===== config.mk =====
export PLATFORM = sky130hd
export DESIGN_NAME = lvd_control
export DESIGN_NICKNAME = d
export VERILOG_FILES = /design/src/include/lvd_pkg.sv /design/src/lvd_sync.sv /design/src/lvd_control.sv
export VERILOG_INCLUDE_DIRS = /design/src /design/src/include
export SDC_FILE = /design/constraint.sdc
export NUM_CORES = 1
export LEC_CHECK = 0
export BUFFER_PORTS_ARGS = -buffer_cell sky130_fd_sc_hd__buf_2
export CORE_MARGIN = 8
export CORE_UTILIZATION = 35
export CTS_CLUSTER_DIAMETER = 80
export DETAILED_ROUTE_END_ITERATION = 8
export PLACE_DENSITY = 0.61
export SLEW_MARGIN = 20
export SYNTH_ARGS = -nofsm -noshare
export SYNTH_HDL_FRONTEND = slang
export SYNTH_HIERARCHICAL = 1
export SYNTH_SLANG_ARGS = --single-unit

===== constraint.sdc =====
create_clock -name clk -period 1.8 [get_ports clk]
set_input_delay 0.09 -clock clk [delete_from_list [all_inputs] [get_ports clk]]
set_output_delay 0.09 -clock clk [all_outputs]
set_load 0.02 [all_outputs]

===== src/include/lvd_regs.svh =====
`ifndef LVD_REGS_SVH
`define LVD_REGS_SVH

// register byte addresses on the internal bus
`define LVD_CTRL_ADDR 16'hffbe
`define LVD_LEVEL_ADDR 16'hffbf
`define LVD_P12DIR_ADDR 16'hff2c

// reset values
`define LVD_CTRL_RESET 8'h00
`define LVD_LEVEL_RESET 8'h00
`define LVD_P12DIR_RESET 8'hff
`define LVD_MASK_RESET 1'b1

// control register fields
`define LVD_CTRL_ON_BIT 7
`define LVD_CTRL_SRC_BIT 2
`define LVD_CTRL_MODE_BIT 1
`define LVD_CTRL_FLAG_BIT 0
`define LVD_CTRL_WR_MASK 8'h86

// level select fields
`define LVD_LEVEL_WR_MASK 8'h0f
`define LVD_EXT_LEVEL_CODE 4'h0

// port 12 direction fields
`define LVD_P12DIR_WR_MASK 8'h1f
`define LVD_P12DIR_FIXED 8'he0
`define LVD_P12_SENSE_BIT 0

// comparator settling time software must wait, in ns
`define LVD_SETTLE_NS 10000

`endif


===== src/include/lvd_pkg.sv =====
package lvd_pkg;

  typedef logic [7:0] lvd_byte_t;
  typedef logic [3:0] lvd_code_t;

  typedef enum logic {
    LVD_SRC_SUPPLY,
    LVD_SRC_EXT
  } lvd_src_e;

  typedef enum logic {
    LVD_MODE_IRQ,
    LVD_MODE_RESET
  } lvd_mode_e;

endpackage


===== src/lvd_sync.sv =====
`timescale 1ns/1ns
module lvd_sync #(
  parameter int WIDTH = 1
) (
  // clock and reset
  input wire logic clk,
  input wire logic rst,
  // data
  input wire logic [WIDTH-1:0] asyncIn,
  output logic [WIDTH-1:0] syncOut
);

  logic [WIDTH-1:0] stage1_reg;
  logic [WIDTH-1:0] stage2_reg;

  // first stage feeds only the second, to keep metastability contained
  always_ff @(posedge clk) begin
    if (rst) begin
      stage1_reg <= '0;
      stage2_reg <= '0;
    end else begin
      stage1_reg <= asyncIn;
      stage2_reg <= stage1_reg;
    end
  end

  assign syncOut = stage2_reg;

endmodule


===== src/lvd_control.sv =====
`timescale 1ns/1ns
`include "lvd_regs.svh"

// Operation
// - any reset clears level select register
// - drive 4-bit level code to comparator
// - external source uses fixed threshold, ignores level
// - every reset sets port 12 direction to ones
// - direction 0 drives output, 1 input
// - supply reset mode: reset while below threshold
// - pin reset mode: reset while pin below threshold
// - interrupt mode: interrupt on every result change
// - below flag readable at control bit 0
// - enabling detection may raise interrupt at once
// - no reset if level fine when mode set
// - any reset sets interrupt mask flag
// - detector reset sets reset cause bit 0
// - control resets zero; bits 7,2,1,0 defined
// - detector reset keeps enable, source, mode bits
// - flag routes to interrupt only when on, irq mode
module lvd_control (
  // clock and reset
  input wire logic clk,
  input wire logic rst,
  // internal register bus, byte wide, bit writes through mask
  input wire logic [15:0] busAddr,
  input wire logic busWrEn,
  input wire logic [7:0] busWrMask,
  input wire logic [7:0] busWrData,
  input wire logic busRdEn,
  output logic [7:0] busRdData,
  // interrupt controller side
  input wire logic maskWrEn,
  input wire logic maskWrData,
  output logic lowvoltIrqMask,
  output logic lowvoltIrq,
  // reset controller side
  input wire logic causeClear,
  output logic lowvoltReset,
  output logic lowvoltResetCause,
  // analog comparator
  input wire logic compBelowAsync,
  output logic compOn,
  output logic compExtSource,
  output logic [3:0] compLevelCode,
  // port 12 pins
  output logic [4:0] port12OutEn,
  output logic senseInputSel
);

  ////////////////////////////////////////////////////////////////////////
  // state

  logic detOn_reg;
  logic detOn_next;
  lvd_pkg::lvd_src_e srcSel_reg;
  lvd_pkg::lvd_src_e srcSel_next;
  lvd_pkg::lvd_mode_e modeSel_reg;
  lvd_pkg::lvd_mode_e modeSel_next;
  lvd_pkg::lvd_code_t level_reg;
  lvd_pkg::lvd_code_t level_next;
  logic [4:0] p12Dir_reg;
  logic [4:0] p12Dir_next;
  logic irqMask_reg;
  logic irqMask_next;
  logic cause_reg;
  logic cause_next;
  logic detReset_reg;
  logic detReset_next;
  logic irqSrcPrev_reg;
  logic irqSrcPrev_next;
  logic irq_reg;
  logic irq_next;
  lvd_pkg::lvd_byte_t rdData_reg;
  lvd_pkg::lvd_byte_t rdData_next;

  logic below;
  logic belowFlag;
  logic irqSource;
  lvd_pkg::lvd_byte_t ctrlWord;
  lvd_pkg::lvd_byte_t levelWord;
  lvd_pkg::lvd_byte_t p12Word;
  lvd_pkg::lvd_byte_t wrCtrl;
  lvd_pkg::lvd_byte_t wrLevel;
  lvd_pkg::lvd_byte_t wrP12;
  logic selCtrl;
  logic selLevel;
  logic selP12;

  ////////////////////////////////////////////////////////////////////////
  // comparator input

  lvd_sync #(
    .WIDTH(1)
  ) u_sync (
    .clk(clk),
    .rst(rst),
    .asyncIn(compBelowAsync),
    .syncOut(below)
  );

  // flag reads zero while the detector is off
  assign belowFlag = detOn_reg & below;
  assign irqSource = belowFlag & (modeSel_reg == lvd_pkg::LVD_MODE_IRQ);

  ////////////////////////////////////////////////////////////////////////
  // register views

  always_comb begin
    ctrlWord = 8'h00;
    ctrlWord[`LVD_CTRL_ON_BIT] = detOn_reg;
    ctrlWord[`LVD_CTRL_SRC_BIT] = (srcSel_reg == lvd_pkg::LVD_SRC_EXT);
    ctrlWord[`LVD_CTRL_MODE_BIT] = (modeSel_reg == lvd_pkg::LVD_MODE_RESET);
    ctrlWord[`LVD_CTRL_FLAG_BIT] = belowFlag;
    levelWord = {4'h0, level_reg};
    p12Word = `LVD_P12DIR_FIXED | {3'h0, p12Dir_reg};
  end

  // address decode
  always_comb begin
    selCtrl = 1'b0;
    selLevel = 1'b0;
    selP12 = 1'b0;
    if (busAddr == `LVD_CTRL_ADDR) begin
      selCtrl = 1'b1;
    end else if (busAddr == `LVD_LEVEL_ADDR) begin
      selLevel = 1'b1;
    end else if (busAddr == `LVD_P12DIR_ADDR) begin
      selP12 = 1'b1;
    end
  end

  // bit writes only touch the masked lanes; read-only and fixed bits ignore writes
  always_comb begin
    wrCtrl = (ctrlWord & ~(busWrMask & `LVD_CTRL_WR_MASK))
      | (busWrData & busWrMask & `LVD_CTRL_WR_MASK);
    wrLevel = (levelWord & ~(busWrMask & `LVD_LEVEL_WR_MASK))
      | (busWrData & busWrMask & `LVD_LEVEL_WR_MASK);
    wrP12 = (p12Word & ~(busWrMask & `LVD_P12DIR_WR_MASK))
      | (busWrData & busWrMask & `LVD_P12DIR_WR_MASK);
  end

  ////////////////////////////////////////////////////////////////////////
  // control bits: only the external reset clears them

  always_comb begin
    detOn_next = detOn_reg;
    srcSel_next = srcSel_reg;
    modeSel_next = modeSel_reg;
    if (busWrEn && selCtrl) begin
      detOn_next = wrCtrl[`LVD_CTRL_ON_BIT];
      srcSel_next = lvd_pkg::lvd_src_e'(wrCtrl[`LVD_CTRL_SRC_BIT]);
      modeSel_next = lvd_pkg::lvd_mode_e'(wrCtrl[`LVD_CTRL_MODE_BIT]);
    end
  end

  // own reset skips these, else the detector would switch itself off
  always_ff @(posedge clk) begin
    if (rst) begin
      detOn_reg <= 1'b0;
      srcSel_reg <= lvd_pkg::LVD_SRC_SUPPLY;
      modeSel_reg <= lvd_pkg::LVD_MODE_IRQ;
    end else begin
      detOn_reg <= detOn_next;
      srcSel_reg <= srcSel_next;
      modeSel_reg <= modeSel_next;
    end
  end

  ////////////////////////////////////////////////////////////////////////
  // level, direction and mask: any reset restores them

  always_comb begin
    level_next = level_reg;
    p12Dir_next = p12Dir_reg;
    irqMask_next = irqMask_reg;
    if (busWrEn && selLevel) begin
      level_next = wrLevel[3:0];
    end
    if (busWrEn && selP12) begin
      p12Dir_next = wrP12[4:0];
    end
    if (maskWrEn) begin
      irqMask_next = maskWrData;
    end
    // own reset beats a write in the same cycle
    if (detReset_reg) begin
      level_next = 4'(`LVD_LEVEL_RESET);
      p12Dir_next = 5'(`LVD_P12DIR_RESET);
      irqMask_next = `LVD_MASK_RESET;
    end
  end

  always_ff @(posedge clk) begin
    if (rst) begin
      level_reg <= 4'(`LVD_LEVEL_RESET);
      p12Dir_reg <= 5'(`LVD_P12DIR_RESET);
      irqMask_reg <= `LVD_MASK_RESET;
    end else begin
      level_reg <= level_next;
      p12Dir_reg <= p12Dir_next;
      irqMask_reg <= irqMask_next;
    end
  end

  ////////////////////////////////////////////////////////////////////////
  // reset request and interrupt

  always_comb begin
    // level sensitive: selecting reset mode while fine does nothing
    detReset_next = detOn_reg & below
      & (modeSel_reg == lvd_pkg::LVD_MODE_RESET);
    // any change of the gated flag while on in irq mode, including the one from enabling
    irqSrcPrev_next = irqSource;
    irq_next = (irqSource != irqSrcPrev_reg) & detOn_reg
      & (modeSel_reg == lvd_pkg::LVD_MODE_IRQ);
  end

  // registered so no decode glitch reaches the reset tree
  always_ff @(posedge clk) begin
    if (rst) begin
      detReset_reg <= 1'b0;
      irqSrcPrev_reg <= 1'b0;
      irq_reg <= 1'b0;
    end else begin
      detReset_reg <= detReset_next;
      irqSrcPrev_reg <= irqSrcPrev_next;
      irq_reg <= irq_next;
    end
  end

  ////////////////////////////////////////////////////////////////////////
  // reset cause

  always_comb begin
    cause_next = cause_reg;
    if (causeClear) begin
      cause_next = 1'b0;
    end
    // set wins over clear, so a cause is never lost
    if (detReset_reg) begin
      cause_next = 1'b1;
    end
  end

  always_ff @(posedge clk) begin
    if (rst) begin
      cause_reg <= 1'b0;
    end else begin
      cause_reg <= cause_next;
    end
  end

  ////////////////////////////////////////////////////////////////////////
  // read data

  always_comb begin
    rdData_next = rdData_reg;
    if (busRdEn) begin
      if (selCtrl) begin
        rdData_next = ctrlWord;
      end else if (selLevel) begin
        rdData_next = levelWord;
      end else if (selP12) begin
        rdData_next = p12Word;
      end else begin
        rdData_next = 8'h00;
      end
    end
  end

  // held between reads, so a slow reader still sees one byte
  always_ff @(posedge clk) begin
    if (rst) begin
      rdData_reg <= 8'h00;
    end else begin
      rdData_reg <= rdData_next;
    end
  end

  ////////////////////////////////////////////////////////////////////////
  // outputs

  assign busRdData = rdData_reg;
  assign lowvoltIrqMask = irqMask_reg;
  assign lowvoltIrq = irq_reg;
  assign lowvoltReset = detReset_reg;
  assign lowvoltResetCause = cause_reg;
  assign compOn = detOn_reg;
  assign compExtSource = (srcSel_reg == lvd_pkg::LVD_SRC_EXT);
  // fixed reference on the pin path, so the code is parked
  assign compLevelCode = compExtSource ? `LVD_EXT_LEVEL_CODE : level_reg;
  assign port12OutEn = ~p12Dir_reg;
  // pin only usable as sense input when set to input mode
  assign senseInputSel = p12Dir_reg[`LVD_P12_SENSE_BIT];

endmodule


==> results_dict.tcl <==
set metrics [dict create \
    rsz0062_at_grt "no" \
    power_density_nw_per_um2 594 \
    pin_count_of_the_biggest_net_entering_global_routing 15 \
    yosys_register_bits 26 \
    setup-tns-final_ns 0 \
    placementRows 21 \
    synth.top_cell.area_share_pct 42.8 \
    p_seq_share_pct 59.1 \
    cts_root_buffer "clkbuf_4" \
    netSwitchingFraction_pct 23.2 \
    arrival_ns 1.68 \
    grt_pass1_wl_mm 6.15 \
    cts_resized 0 \
    worstSetupEndpointType "flip-flop" \
    layout.cells.most_common "buf_2" \
    netlist.top_cell.by_area "dfxtp_1" \
    layout_common_cells "buf_2, dfxtp_1, o21ai_0" \
    finalHoldWorstSlack_ns 0.0125 \
    routedWlPerCell_um 14.1 \
    timing.final.setup_violations 0 \
    power.static_leakage_nw 0.791 \
    via_count_of_the_first_global_routing_pass 1403 \
    number_of_pins_with_negative_max_slew_slack_in_the_final_report 0 \
    final.period_utilization_pct 81.9 \
    switching_power_w 0.000229 \
    design.portCount 64 \
    firstDrtPassIters 4 \
    clock_power_share_pct 29.7 \
    cts_buffers 3 \
    design.core.area_um2 3340 \
    cp_max_fo 7 \
    comb_pwr_share_pct 11.2 \
    route.vias.total 1277 \
    critical_path.cell_chain "buf_2 -> or4_4 -> or4_1 -> o21ai_0 -> nand3_1" \
    tritoncts_num_sinks 26 \
    ys_types 31 \
    drt_wl_total_mm 3.64 \
    fin_worst_skew_ns 0.00999 \
    die-height_um 74.9 \
    clock_insertion_delay_worst_skew_ns 0.32 \
    synthesis.yosys.warnings 6 \
    start_kind "primary input" \
    slew_headroom_pct 67.8 \
    grt_antenna_before_repair 0 \
    cts_tree "built" \
    antenna-diode-count 0 \
    drcViolationCount 0 \
    avgViaCountPerCell 4.95 \
    synth_top_cells_by_area "dfxtp_1, o21ai_0, nand3_1" \
    fin_nets 253 \
    cts.reportedPaths.clkPinSlew_ns 0.14 \
    max_cap_violations 0 \
    critical_path_start_end_classification "primary input to flip-flop" \
    fmax_mhz 678 \
    final_hold_viol_count 0 \
    run_status "complete, no violations" \
    detail-route-antenna-nets 0 \
    worst_hold_path.num_cells 3 \
    critical_path.slowest_cell "or4_1" \
    syn_area_per_cell_um2 8.38 \
    internal_power_w 0.000757 \
    dpl.hpwl_mm 2.86 \
    io_buffers 59 \
    max_stage_delay_ns 0.59 \
    drt_iter0_markers 49 \
    cts_max_path_buffers 2 \
    design_area_um2 1660 \
    synthArstFlopShare_pct 0 \
    placed_area_um2 1590 \
    synth_sequential_area_ratio_pct 42.8 \
    layout-drive-gt1-share_pct 36.3 \
    synth-main-ff-cell "dfxtp_1" \
    min_period_ns 1.47 \
    post_synth_edffs 0 \
    die-width_um 74.9 \
    dieArea_um2 5610 \
    synth_area_um2 1210 \
    netlist_instances 145 \
    hold_path_class "primary input to flip-flop" \
    initial_utilization_pct 36.4 \
    gr-total-overflow 0 \
    vdd.ir_drop.worst_uv 211 \
    gp_routability_congestion 0.792 \
    track_usage_pct 13.8 \
    final_util_pct 49.7 \
    worst_ep_required_time_ns 2.00 \
    synthToLayoutAreaGrowth_pct 36.6 \
    synthesis.nets 185 \
    cts_max_level 1 \
    r2r_cells 3 \
    worst_slew_pin_slew_ns 0.481 \
]
-- through the flow --
stage                     instances  total power, W  worst slack, ns
final                           258        0.000985            0.325
after global routing            258         0.00103            0.272
after CTS                       258        0.000995            0.341
after detailed placement        251        0.000699          -0.0247
after global placement          251        0.000695           0.0406
after floorplan                 145        0.000637            0.268
-- critical path, delay by kind of cell --
family | cells | cell delay [ns]
AND/OR/NAND/NOR | 3 | 1.22
buffers and inverters | 1 | 0.12
AO/OA/AOI/OAI | 1 | 0.25
-- logic make-up after synthesis --
group / after synthesis / synth area share [%]
AOI/OAI and AO/OA: 33 / 16.1
xor gates and xnor gates: 1 / 0.721
buffers and inverters: 15 / 5.05
DFF: 26 / 42.8
muxes: 2 / 1.65
and+or+nand+nor: 68 / 33.7
-- cell usage after synthesis, types with 2 or more instances --
library cell  number
nand2_1           12
a22oi_1            3
o21ai_0           18
mux2i_1            2
nand4_1            8
nand4b_1           4
and2_1             3
nor2_1             8
nand3_1           11
a21oi_1            9
clkbuf_1           4
nand2b_1           4
inv_1              9
nor2b_1            7
or4_1              2
dfxtp_1           26
-- path summary, 6_finish.rpt --
| check | startpoint | slack (ns) | to |
|---|---|---|---|
| setup / recovery | busAddr[4] | 0.33 | flip-flop |
| hold / removal | busWrData[4] | 0.01 | flip-flop |
| setup reg to reg | lowvoltIrqMask | 0.60 | lowvoltIrqMask |
| hold reg to reg | u_sync/stage1_reg | 0.47 | u_sync/syncOut |
-- power groups by stage --
stage,logic (W),clock network (W),registers (W)
6_report,0.000110,0.000293,0.000582
5_1_grt,0.000123,0.000328,0.000583
4_1_cts,0.000110,0.000303,0.000582
3_5_place_dp,0.000104,0,0.000595
3_3_place_gp,0.000101,0,0.000595
2_1_floorplan,0.0000395,0,0.000598
-- cell type report --
cell class,count,area (um2)
clock buffers,4,36.3
fillers,345,1680
inverters,9,33.8
multi-input cells,104,633
flip-flops and latches,26,520
well taps,46,57.6
repair buffers,69,378
-- metal layers --
layer / vias up / track usage [%] / share of wire [%]
met5: - / 0 / 0
met1: 576 / 15.4 / 42
met2: 42 / 25.0 / 50
met3: 4 / 2.66 / 6.9
li1: 655 / - / -
met4: 0 / 5.22 / 1.2
-- repair_timing --
item / in CTS / in global routing
buffers inserted: 0 / 0
hold buffers: 3 / 0
hold endpoints to repair: 2 / 0
Note: power is estimated with default switching activity, not from simulation.
